## src/inc/tdmsp_pkg.sv

```systemverilog
// Constants for the TDM slot DMA serial port.
// Assumes a 60 MHz core clock, a 100 MHz port clock and a codec-driven bit clock.
package tdmsp_pkg;
    localparam int SLOT_BITS = 16;
    localparam int SLOTS = 16;
    localparam int TX_WORDS = 7;
    localparam int RX_WORDS = 5;
    localparam logic [31:0] RX_MASK_RST = 32'h0000001f;
    localparam logic [31:0] TX_MASK_RST = 32'h0000007f;
    localparam logic [15:0] TAG_RST = 16'he000;
    localparam logic [15:0] CMD_RST = 16'h7400;
    localparam logic [15:0] DATA_RST = 16'hff80;
    localparam logic [15:0] ZERO_WORD = 16'h0000;
    localparam int TAG_DEADLINE_CYC = 75;
    localparam int CORE_MHZ = 60;
    localparam int CLK_MHZ = 100;
    localparam int TAG_DEADLINE_NS = (TAG_DEADLINE_CYC * 1000) / CORE_MHZ;
    localparam int TAG_DEADLINE_CLKS = (TAG_DEADLINE_NS * CLK_MHZ) / 1000;
    localparam int IRQ_DELAY_CLKS = 1;
    localparam int VECTOR_CLKS = 4;
    localparam logic [3:0] A_TX_MASK = 4'h0;
    localparam logic [3:0] A_RX_MASK = 4'h1;
    localparam logic [3:0] A_CTRL = 4'h2;
    localparam logic [3:0] A_STATUS = 4'h3;
    localparam logic [3:0] A_TXBUF = 4'h4;
    localparam logic [3:0] A_TXIDX = 4'h5;
    localparam logic [3:0] A_RXBUF = 4'h8;
endpackage

```

## src/tdmsp_top.sv

```systemverilog
// TDM serial port: 16 slots of 16 bits, tx DMA buffer 7 words, rx buffer 5.
// Assumes bit clock, frame sync and rx data are async pins from the codec.
// Behaviour
// - Transmit buffer seven words, slots zero to six
// - Slots five and six send zero
// - Receive mask resets to channels zero-four
// - Transmit mask resets to channels zero-six
// - Tag word resets to 0xe000
// - Slot one resets to 0x7400
// - Slot two resets to 0xff80
// - Unused slots send zero words
// - Tx irq after left/right received
// - Tag deadline window counted after tx irq
// - Late tag leaves next frame, flagged
// - Irq one cycle after word's last bit
// - Vectoring takes four port clock cycles
// - Next tag preloaded into shift register, slot one word into holding register
// - Audio handled from transmit interrupt
// - Dual mode unmasks both interrupts
// - Fixed rate rx processing allowed
// - Reload preloads two words, count minus two
// - Tx irq when tx count zero
// - Sixteen 16-bit slots per frame
//
// Implementation choices: strobed register access and the register addresses.
`timescale 1ns/1ps
module tdmsp_top (
    input wire logic clk,
    input wire logic rst_n,
    input wire logic bit_clk,
    input wire logic frame_sync,
    input wire logic sdata_in,
    output logic sdata_out,
    output logic tx_irq,
    output logic rx_irq,
    output logic tag_late,
    input wire logic [3:0] addr,
    input wire logic [31:0] wdata,
    input wire logic wr,
    input wire logic rd,
    output logic [31:0] rdata
);
    logic [2:0] bclk_s_q, bclk_s_d;
    logic [1:0] fs_s_q, fs_s_d;
    logic [1:0] din_s_q, din_s_d;
    logic [31:0] tx_mask_q, tx_mask_d, rx_mask_q, rx_mask_d;
    logic tx_irq_mask_bit_q, tx_irq_mask_bit_d, rx_irq_mask_bit_q, rx_irq_mask_bit_d;
    logic [15:0] tx_buf_q [tdmsp_pkg::TX_WORDS];
    logic [15:0] tx_buf_d [tdmsp_pkg::TX_WORDS];
    logic [15:0] rx_buf_q [tdmsp_pkg::RX_WORDS];
    logic [15:0] rx_buf_d [tdmsp_pkg::RX_WORDS];
    logic [2:0] txidx_q, txidx_d;
    logic [3:0] slot_q, slot_d;
    logic [3:0] bit_q, bit_d;
    logic [15:0] shreg_q, shreg_d, rxsh_q, rxsh_d;
    logic [15:0] tx_holding_register_q, tx_holding_register_d;
    logic [3:0] tx_cnt_q, tx_cnt_d, rx_cnt_q, rx_cnt_d;
    logic in_frame_q, in_frame_d;
    logic rx_on_q, rx_on_d, hold_full_q, hold_full_d;
    logic [3:0] rbit_q, rbit_d, rslot_q, rslot_d;
    logic out_q, out_d;
    logic txp_q, txp_d, rxp_q, rxp_d;
    logic [2:0] txv_q, txv_d, rxv_q, rxv_d;
    logic txi_q, txi_d, rxi_q, rxi_d;
    logic [7:0] dl_q, dl_d;
    logic tag_wr_q, tag_wr_d, late_q, late_d;
    logic [31:0] rdata_q, rdata_d;
    logic rise, fall, fs_hi;

    assign rise = bclk_s_q[1] & ~bclk_s_q[2];
    assign fall = ~bclk_s_q[1] & bclk_s_q[2];
    assign fs_hi = fs_s_q[1];

    always_comb begin
        bclk_s_d = {bclk_s_q[1:0], bit_clk};
        fs_s_d = {fs_s_q[0], frame_sync};
        din_s_d = {din_s_q[0], sdata_in};
        tx_mask_d = tx_mask_q;
        rx_mask_d = rx_mask_q;
        tx_irq_mask_bit_d = tx_irq_mask_bit_q;
        rx_irq_mask_bit_d = rx_irq_mask_bit_q;
        tx_buf_d = tx_buf_q;
        rx_buf_d = rx_buf_q;
        txidx_d = txidx_q;
        slot_d = slot_q;
        bit_d = bit_q;
        shreg_d = shreg_q;
        rxsh_d = rxsh_q;
        tx_holding_register_d = tx_holding_register_q;
        tx_cnt_d = tx_cnt_q;
        rx_cnt_d = rx_cnt_q;
        in_frame_d = in_frame_q;
        rx_on_d = rx_on_q;
        rbit_d = rbit_q;
        rslot_d = rslot_q;
        hold_full_d = hold_full_q;
        out_d = out_q;
        txp_d = 1'b0;
        rxp_d = 1'b0;
        txv_d = {txv_q[1:0], txp_q};
        rxv_d = {rxv_q[1:0], rxp_q};
        txi_d = 1'b0;
        rxi_d = 1'b0;
        dl_d = (dl_q != 8'h00) ? dl_q - 8'h01 : dl_q;
        tag_wr_d = tag_wr_q;
        late_d = late_q;
        rdata_d = 32'h00000000;
        // Receive sampling on rising bit clock
        // Own bit count: the tx count steps on the fall before each last bit,
        // so sharing it would close every word one bit early
        if (rise && rx_on_q) begin
            rxsh_d = {rxsh_q[14:0], din_s_q[1]};
            rbit_d = rbit_q + 4'h1;
            if (rbit_q == 4'hf) begin
                rslot_d = rslot_q + 4'h1;
                if (rslot_q == 4'(tdmsp_pkg::SLOTS - 1)) begin
                    rx_on_d = 1'b0;
                end
                if (rx_mask_q[rslot_q] && rx_cnt_q != 4'h0) begin
                    rx_buf_d[3'(tdmsp_pkg::RX_WORDS - int'(rx_cnt_q))] = {rxsh_q[14:0], din_s_q[1]};
                    rx_cnt_d = rx_cnt_q - 4'h1;
                    if (rx_cnt_q == 4'h1) begin
                        rxp_d = 1'b1;
                        rx_cnt_d = 4'(tdmsp_pkg::RX_WORDS);
                    end
                end
            end
        end
        // Transmit shifting on falling bit clock
        if (fall) begin
            if (fs_hi && !in_frame_q) begin
                in_frame_d = 1'b1;
                rx_on_d = 1'b1;
                rbit_d = 4'h0;
                rslot_d = 4'h0;
                slot_d = 4'h0;
                bit_d = 4'h1;
                out_d = tx_mask_q[0] ? shreg_q[15] : 1'b0;
                shreg_d = {shreg_q[14:0], 1'b0};
            end else if (in_frame_q) begin
                bit_d = bit_q + 4'h1;
                out_d = tx_mask_q[slot_q] ? shreg_q[15] : 1'b0;
                shreg_d = {shreg_q[14:0], 1'b0};
                if (bit_q == 4'hf) begin
                    slot_d = slot_q + 4'h1;
                    if (slot_q == 4'(tdmsp_pkg::SLOTS - 1)) begin
                        in_frame_d = 1'b0;
                    end
                    // Each fetch refills holding; the irq waits until the last
                    // fetched word moves on, so rx left/right are already in
                    if (tx_mask_q[slot_d] && hold_full_q) begin
                        shreg_d = tx_holding_register_q;
                        hold_full_d = 1'b0;
                        if (tx_cnt_q != 4'h0) begin
                            tx_holding_register_d =
                                tx_buf_q[3'(tdmsp_pkg::TX_WORDS - int'(tx_cnt_q))];
                            tx_cnt_d = tx_cnt_q - 4'h1;
                            hold_full_d = 1'b1;
                        end else begin
                            txp_d = 1'b1;
                        end
                    end else begin
                        shreg_d = tdmsp_pkg::ZERO_WORD;
                    end
                    if (tx_cnt_q == 4'h0 && slot_q == 4'(tdmsp_pkg::SLOTS - 1)) begin
                        // Reload: two words queued, frame waits for sync
                        shreg_d = tx_buf_q[0];
                        tx_holding_register_d = tx_buf_q[1];
                        tx_cnt_d = 4'(tdmsp_pkg::TX_WORDS - 2);
                        hold_full_d = 1'b1;
                        tag_wr_d = 1'b0;
                    end
                end
            end
        end
        // Vectoring latency and deadline window
        if (txv_q[2] && tx_irq_mask_bit_q) begin
            txi_d = 1'b1;
            dl_d = 8'(tdmsp_pkg::TAG_DEADLINE_CLKS);
        end
        if (rxv_q[2] && rx_irq_mask_bit_q) begin
            rxi_d = 1'b1;
        end
        if (wr) begin
            unique case (addr)
                tdmsp_pkg::A_TX_MASK: tx_mask_d = wdata;
                tdmsp_pkg::A_RX_MASK: rx_mask_d = wdata;
                tdmsp_pkg::A_CTRL: begin
                    tx_irq_mask_bit_d = wdata[0];
                    rx_irq_mask_bit_d = wdata[1];
                end
                tdmsp_pkg::A_TXBUF: begin
                    if (txidx_q < 3'(tdmsp_pkg::TX_WORDS)) begin
                        tx_buf_d[txidx_q] = wdata[15:0];
                    end
                    if (txidx_q == 3'h0) begin
                        tag_wr_d = 1'b1;
                        if (dl_q == 8'h00) begin
                            late_d = 1'b1;
                        end
                    end
                end
                tdmsp_pkg::A_TXIDX: txidx_d = wdata[2:0];
                tdmsp_pkg::A_STATUS: late_d = late_q & ~wdata[0];
                default: ;
            endcase
        end
        if (rd) begin
            unique case (addr)
                tdmsp_pkg::A_TX_MASK: rdata_d = tx_mask_q;
                tdmsp_pkg::A_RX_MASK: rdata_d = rx_mask_q;
                tdmsp_pkg::A_CTRL: rdata_d = {30'h0, rx_irq_mask_bit_q, tx_irq_mask_bit_q};
                tdmsp_pkg::A_STATUS: rdata_d = {20'h0, tx_cnt_q, rx_cnt_q, 1'b0, in_frame_q, tag_wr_q, late_q};
                tdmsp_pkg::A_TXIDX: rdata_d = {29'h0, txidx_q};
                4'h8, 4'h9, 4'ha, 4'hb, 4'hc: rdata_d = {16'h0, rx_buf_q[3'(addr - tdmsp_pkg::A_RXBUF)]};
                default: rdata_d = 32'h00000000;
            endcase
        end
    end

    always_ff @(posedge clk) begin
        if (!rst_n) begin
            bclk_s_q <= 3'h0;
            fs_s_q <= 2'h0;
            din_s_q <= 2'h0;
            tx_mask_q <= tdmsp_pkg::TX_MASK_RST;
            rx_mask_q <= tdmsp_pkg::RX_MASK_RST;
            tx_irq_mask_bit_q <= 1'b1;
            rx_irq_mask_bit_q <= 1'b0;
            tx_buf_q[0] <= tdmsp_pkg::TAG_RST;
            tx_buf_q[1] <= tdmsp_pkg::CMD_RST;
            tx_buf_q[2] <= tdmsp_pkg::DATA_RST;
            for (int i = 3; i < tdmsp_pkg::TX_WORDS; i++) begin
                tx_buf_q[i] <= tdmsp_pkg::ZERO_WORD;
            end
            for (int i = 0; i < tdmsp_pkg::RX_WORDS; i++) begin
                rx_buf_q[i] <= tdmsp_pkg::ZERO_WORD;
            end
            txidx_q <= 3'h0;
            slot_q <= 4'h0;
            bit_q <= 4'h0;
            shreg_q <= tdmsp_pkg::TAG_RST;
            tx_holding_register_q <= tdmsp_pkg::CMD_RST;
            tx_cnt_q <= 4'(tdmsp_pkg::TX_WORDS - 2);
            rx_cnt_q <= 4'(tdmsp_pkg::RX_WORDS);
            in_frame_q <= 1'b0;
            rx_on_q <= 1'b0;
            rbit_q <= 4'h0;
            rslot_q <= 4'h0;
            // Reset counts as the first preload, so holding is full
            hold_full_q <= 1'b1;
            out_q <= 1'b0;
            txp_q <= 1'b0;
            rxp_q <= 1'b0;
            txv_q <= 3'h0;
            rxv_q <= 3'h0;
            txi_q <= 1'b0;
            rxi_q <= 1'b0;
            dl_q <= 8'h00;
            tag_wr_q <= 1'b0;
            late_q <= 1'b0;
            rdata_q <= 32'h00000000;
        end else begin
            bclk_s_q <= bclk_s_d;
            fs_s_q <= fs_s_d;
            din_s_q <= din_s_d;
            tx_mask_q <= tx_mask_d;
            rx_mask_q <= rx_mask_d;
            tx_irq_mask_bit_q <= tx_irq_mask_bit_d;
            rx_irq_mask_bit_q <= rx_irq_mask_bit_d;
            tx_buf_q <= tx_buf_d;
            rx_buf_q <= rx_buf_d;
            txidx_q <= txidx_d;
            slot_q <= slot_d;
            bit_q <= bit_d;
            shreg_q <= shreg_d;
            rxsh_q <= rxsh_d;
            tx_holding_register_q <= tx_holding_register_d;
            tx_cnt_q <= tx_cnt_d;
            rx_cnt_q <= rx_cnt_d;
            in_frame_q <= in_frame_d;
            rx_on_q <= rx_on_d;
            rbit_q <= rbit_d;
            rslot_q <= rslot_d;
            hold_full_q <= hold_full_d;
            out_q <= out_d;
            txp_q <= txp_d;
            rxp_q <= rxp_d;
            txv_q <= txv_d;
            rxv_q <= rxv_d;
            txi_q <= txi_d;
            rxi_q <= rxi_d;
            dl_q <= dl_d;
            tag_wr_q <= tag_wr_d;
            late_q <= late_d;
            rdata_q <= rdata_d;
        end
    end

    assign sdata_out = out_q;
    assign tx_irq = txi_q;
    assign rx_irq = rxi_q;
    assign tag_late = late_q;
    assign rdata = rdata_q;
endmodule

```

## config.mk

```make
export PLATFORM = sky130hd
export DESIGN_NAME = tdmsp_top
export DESIGN_NICKNAME = d
export VERILOG_FILES = /design/src/inc/tdmsp_pkg.sv /design/src/tdmsp_top.sv
export SDC_FILE = /design/constraint.sdc
export NUM_CORES = 1
export LEC_CHECK = 0
export BUFFER_PORTS_ARGS = -buffer_cell sky130_fd_sc_hd__buf_2
export CAP_MARGIN = 20
export CORE_MARGIN = 2
export CORE_UTILIZATION = 35
export CTS_BUF_LIST = sky130_fd_sc_hd__clkbuf_8 sky130_fd_sc_hd__clkbuf_16
export DETAILED_ROUTE_END_ITERATION = 12
export GPL_TIMING_DRIVEN = 0
export PLACE_DENSITY = 0.55
export SLEW_MARGIN = 15
export SYNTH_ARGS = -nofsm -noshare
export SYNTH_HDL_FRONTEND = slang
export SYNTH_SLANG_ARGS = --single-unit
```

## constraint.sdc

```tcl
create_clock -name clk -period 3.4 [get_ports clk]
set_clock_uncertainty 0.05 [all_clocks]
set_input_delay 0.68 -clock clk [delete_from_list [all_inputs] [get_ports clk]]
set_output_delay 0.68 -clock clk [all_outputs]
set_load 0.01 [all_outputs]
```

==> results.tsv <==
stage	metric	value	unit
setup_path	CP startpoint	tx_cnt_q[1]	
sta	RSZ-0062 raised after global routing	no	
setup_path	CP endpoint	tx_cnt_q[2]	
drt	via count	14400	
drt	DRT Pass-1 Iters	6	
sta	final hold vios	0	
synth	Post-synth EDFFs	15	
die	die width	221	um
place	gpl congestion	0.894	
setup_path	critical path peak fanout	10	
synth	Netlist Area Pre-Place	16500	um^2
power	VDD IR max	0.406	mV
die	Initial Util	0.355	
power	Switching Fraction	0.243	
cts	Num CTS Buffers	40	
power	Lkg Pwr	6.53	nW
setup_path	critical path required time	3760	ps
synth	sequential-to-total area share from yosys stat	0.488	
die	Die Ht	221	um
sta	Slew headroom	0.331	
setup_path	r2r startpoint	tx_cnt_q[1]	
power	Combinational Power Share	0.062	
power	Power Internal	7.21	mW
power	total power	9.52	mW
setup_path	Reg2Reg Depth	10	
cts	H-tree levels	2	
sta	Final setup viols	0	
synth	Avg Cell Area, Syn	8.80	um^2
sta	crit path time final	3230	ps
sta	Worst Tran Pin Value	1000	ps
grt	global-route wire length before repair	83800	um
grt	largest net degree at the start of global routing	16	
setup_path	Critical Path Sink Type	flop	
drt	Routed Antenna Nets	0	
synth	post-synth cell types	62	
die	DIE AREA	49000	um^2
drt	DRC viols	0	
die	Core ar.	46600	um^2
final_layout	Final Util	0.404	
cts	Worst-path clk slew	60	ps
min_path	worst hold path class	in -> reg	
grt	GRT Total Usage	0.217	
place	I/O Buffers	61	
final_layout	area delta synth->final	13.9	%
sta	final worst path period share	0.950	
synth	commonest cells in the synthesized netlist	nand2_1, dfxtp_1, a21oi_1	
synth	flops & latches, synth	395	
cts	CTS Hold Bufs	0	
drt	Starting DRT DRC Count	1258	
drt	drt total wl	54200	um
setup_path	r2r endpoint	tx_cnt_q[2]	
cts	maximum buffer depth of the clock tree	3	
synth	Synthesized Nets	1934	
place	Placed Instances	2547	
setup_path	startpoint types	flop	
synth	most frequent cell after synthesis	nand2_1	
final_layout	share of cells above drive strength 1	0.117	
setup_path	Critical Setup Path Class	reg -> reg	
grt	initial antenna violation count	4	
job	max-cap violations	0	
sta	fmax	309	MHz
power	power per cell area	506	nW/um^2
setup_path	Worst R2R Setup Slack	170	ps
synth	Synth area leaders	dfxtp_1, nand2_1, mux4_2	
drt	DR WL/cell	20.7	um
cts	TritonCTS Sinks	395	
sta	max-slew violations	0	
die	Ports	79	
synth	Syn. warnings	0	
place	Detailed Place HPWL	40100	um
cts	CTS tree	done	
sta	final hold slack	309	ps
cts	root buf cell	clkbuf_16	
drt	DR vias/cell	5.51	
final_layout	Layout Cells excl Fill	2616	
synth	Post-Synthesis Cells	1879	
power	sw power	2.31	mW
cts	clock latency on the worst-skew pair	560	ps
synth	largest area contributor in the netlist	dfxtp_1	
grt	grt ovf	0	
synth	Primary FF master, synth	dfxtp_1	
synth	Synth async-reset ratio	0	
grt	vias in the first global route	14100	
outcome	run status	finished, final reports clean	
die	# rows	79	
setup_path	CP arrival	3590	ps
synth	share of the synthesized area in the top cell type	0.460	
power	register share of total power	0.500	
final_layout	NumNets Final	2036	
power	clock share of power	0.439	
==> how the worst min path moves through the flow <==
stage / startpoint / to / slack (ps) / cells past startpoint
2_1_floorplan: din_s_q[1] / rxsh_q[0] / 360 / 0
3_3_place_gp: rxv_q[1] / rxv_q[2] / 360 / 1
3_5_place_dp: din_s_q[0] / din_s_q[1] / 370 / 1
4_1_cts: sdata_in / din_s_q[0] / 300 / 2
5_1_grt: frame_sync / fs_s_q[0] / 300 / 2
6_report: frame_sync / fs_s_q[0] / 310 / 2
==> state kept, by name, summed over array words and instances, names as in the netlist, 4 cells and up <==
| signal | cells |
|---|---|
| bit_q | 4 |
| dl_q | 8 |
| rbit_q | 4 |
| rdata | 32 |
| rslot_q | 4 |
| rx_buf_q | 80 |
| rx_cnt_q | 4 |
| rx_mask_q | 32 |
| rxsh_q | 15 |
| shreg_q | 16 |
| slot_q | 4 |
| tx_buf_q | 112 |
| tx_cnt_q | 4 |
| tx_holding_register_q | 16 |
| tx_mask_q | 32 |
==> kinds of logic (layout without fill, tap and decap cells) <==
group / count (synthesis) / after routing / share of synthesized area
AOI/OAI and AO/OA: 455 / 455 / 0.165
xor gates and xnor gates: 14 / 14 / 0.00742
adders and majority gates: 12 / 12 / 0.00909
buffers and inverters: 178 / 307 / 0.0422
DFF: 395 / 395 / 0.488
muxes: 94 / 94 / 0.0927
other: 0 / 1 / 0
and+or+nand+nor: 731 / 731 / 0.196
==> per-stage QoR <==
stage | worst slack, ps | TNS (ps) | cell area (um^2)
floorplan | 709 | 0 | 16500
global placement | -325 | -5540 | 17600
CTS | 55.1 | 0 | 18800
finish | 168 | 0 | 18800
detailed placement | -386 | -6700 | 17600
global route | 27.5 | 0 | 18800
==> layout by cell type, fill, tap and decap left out, types with 7 or more instances in the layout <==
cell type | Yosys | routed
a21oi_1 | 177 | 177
a221oi_1 | 25 | 25
a22oi_1 | 29 | 29
a31oi_1 | 9 | 9
and2_1 | 18 | 18
and3_1 | 9 | 9
buf_1 | 9 | 9
buf_2 | 21 | 82
clkbuf_1 | 131 | 128
clkbuf_16 | 0 | 41
dfxtp_1 | 380 | 380
edfxtp_1 | 15 | 15
ha_1 | 12 | 12
inv_1 | 14 | 28
mux2_2 | 32 | 32
mux2i_1 | 18 | 18
mux4_2 | 44 | 44
nand2_1 | 397 | 396
nand3_1 | 126 | 126
nand4_1 | 22 | 22
nor2_1 | 104 | 103
nor2b_1 | 8 | 8
nor3_1 | 10 | 10
o211ai_1 | 31 | 31
o21ai_0 | 120 | 120
o21ai_1 | 12 | 12
o32ai_1 | 12 | 12
xnor2_1 | 7 | 7
xor2_1 | 7 | 7
==> worst max-delay path, stage by stage (launching register included) <==
cell and delay [ps]:
dfxtp_1 310, clkinv_1 170, clkbuf_1 450, ha_1 310, or3b_2 530, o211ai_1 360
nor2_1 120, a31oi_4 300, and2_4 220, buf_4 170, a31oi_1 90
==> power by group through the flow <==
stage	registers [mW]	clock network [mW]	logic, mW
floorplan	4.85	0	0.384
global placement	4.86	0	0.575
detailed placement	4.86	0	0.581
CTS	4.76	4.23	0.584
global route	4.76	4.40	0.640
finish	4.76	4.18	0.587
==> cell type report <==
| cell class | count | area (um^2) |
|---|---|---|
| Clock inverter | 22 | 100 |
| Multi-Input combinational cell | 1306 | 7790 |
| Tap cell | 607 | 759 |
| Inverter | 16 | 60.1 |
| Antenna cell | 1 | 2.50 |
| Timing Repair Buffer | 61 | 305 |
| Buffer | 161 | 637 |
| Clock buffer | 47 | 1110 |
| Fill cell | 4654 | 27700 |
| Sequential cell | 395 | 8060 |
==> what timing repair did <==
item                       in CTS  in global routing
setup endpoints to repair      25                 22
resized for setup               4                  3
buffers inserted                0                  0
==> metal layers <==
metal | wire length [um] | global-route usage
met1 | 23600 | 0.280
met2 | 26000 | 0.369
met3 | 2830 | 0.0343
met4 | 1710 | 0.0753
met5 | 44 | 0
No activity file was read; power rests on OpenSTA's default activity.
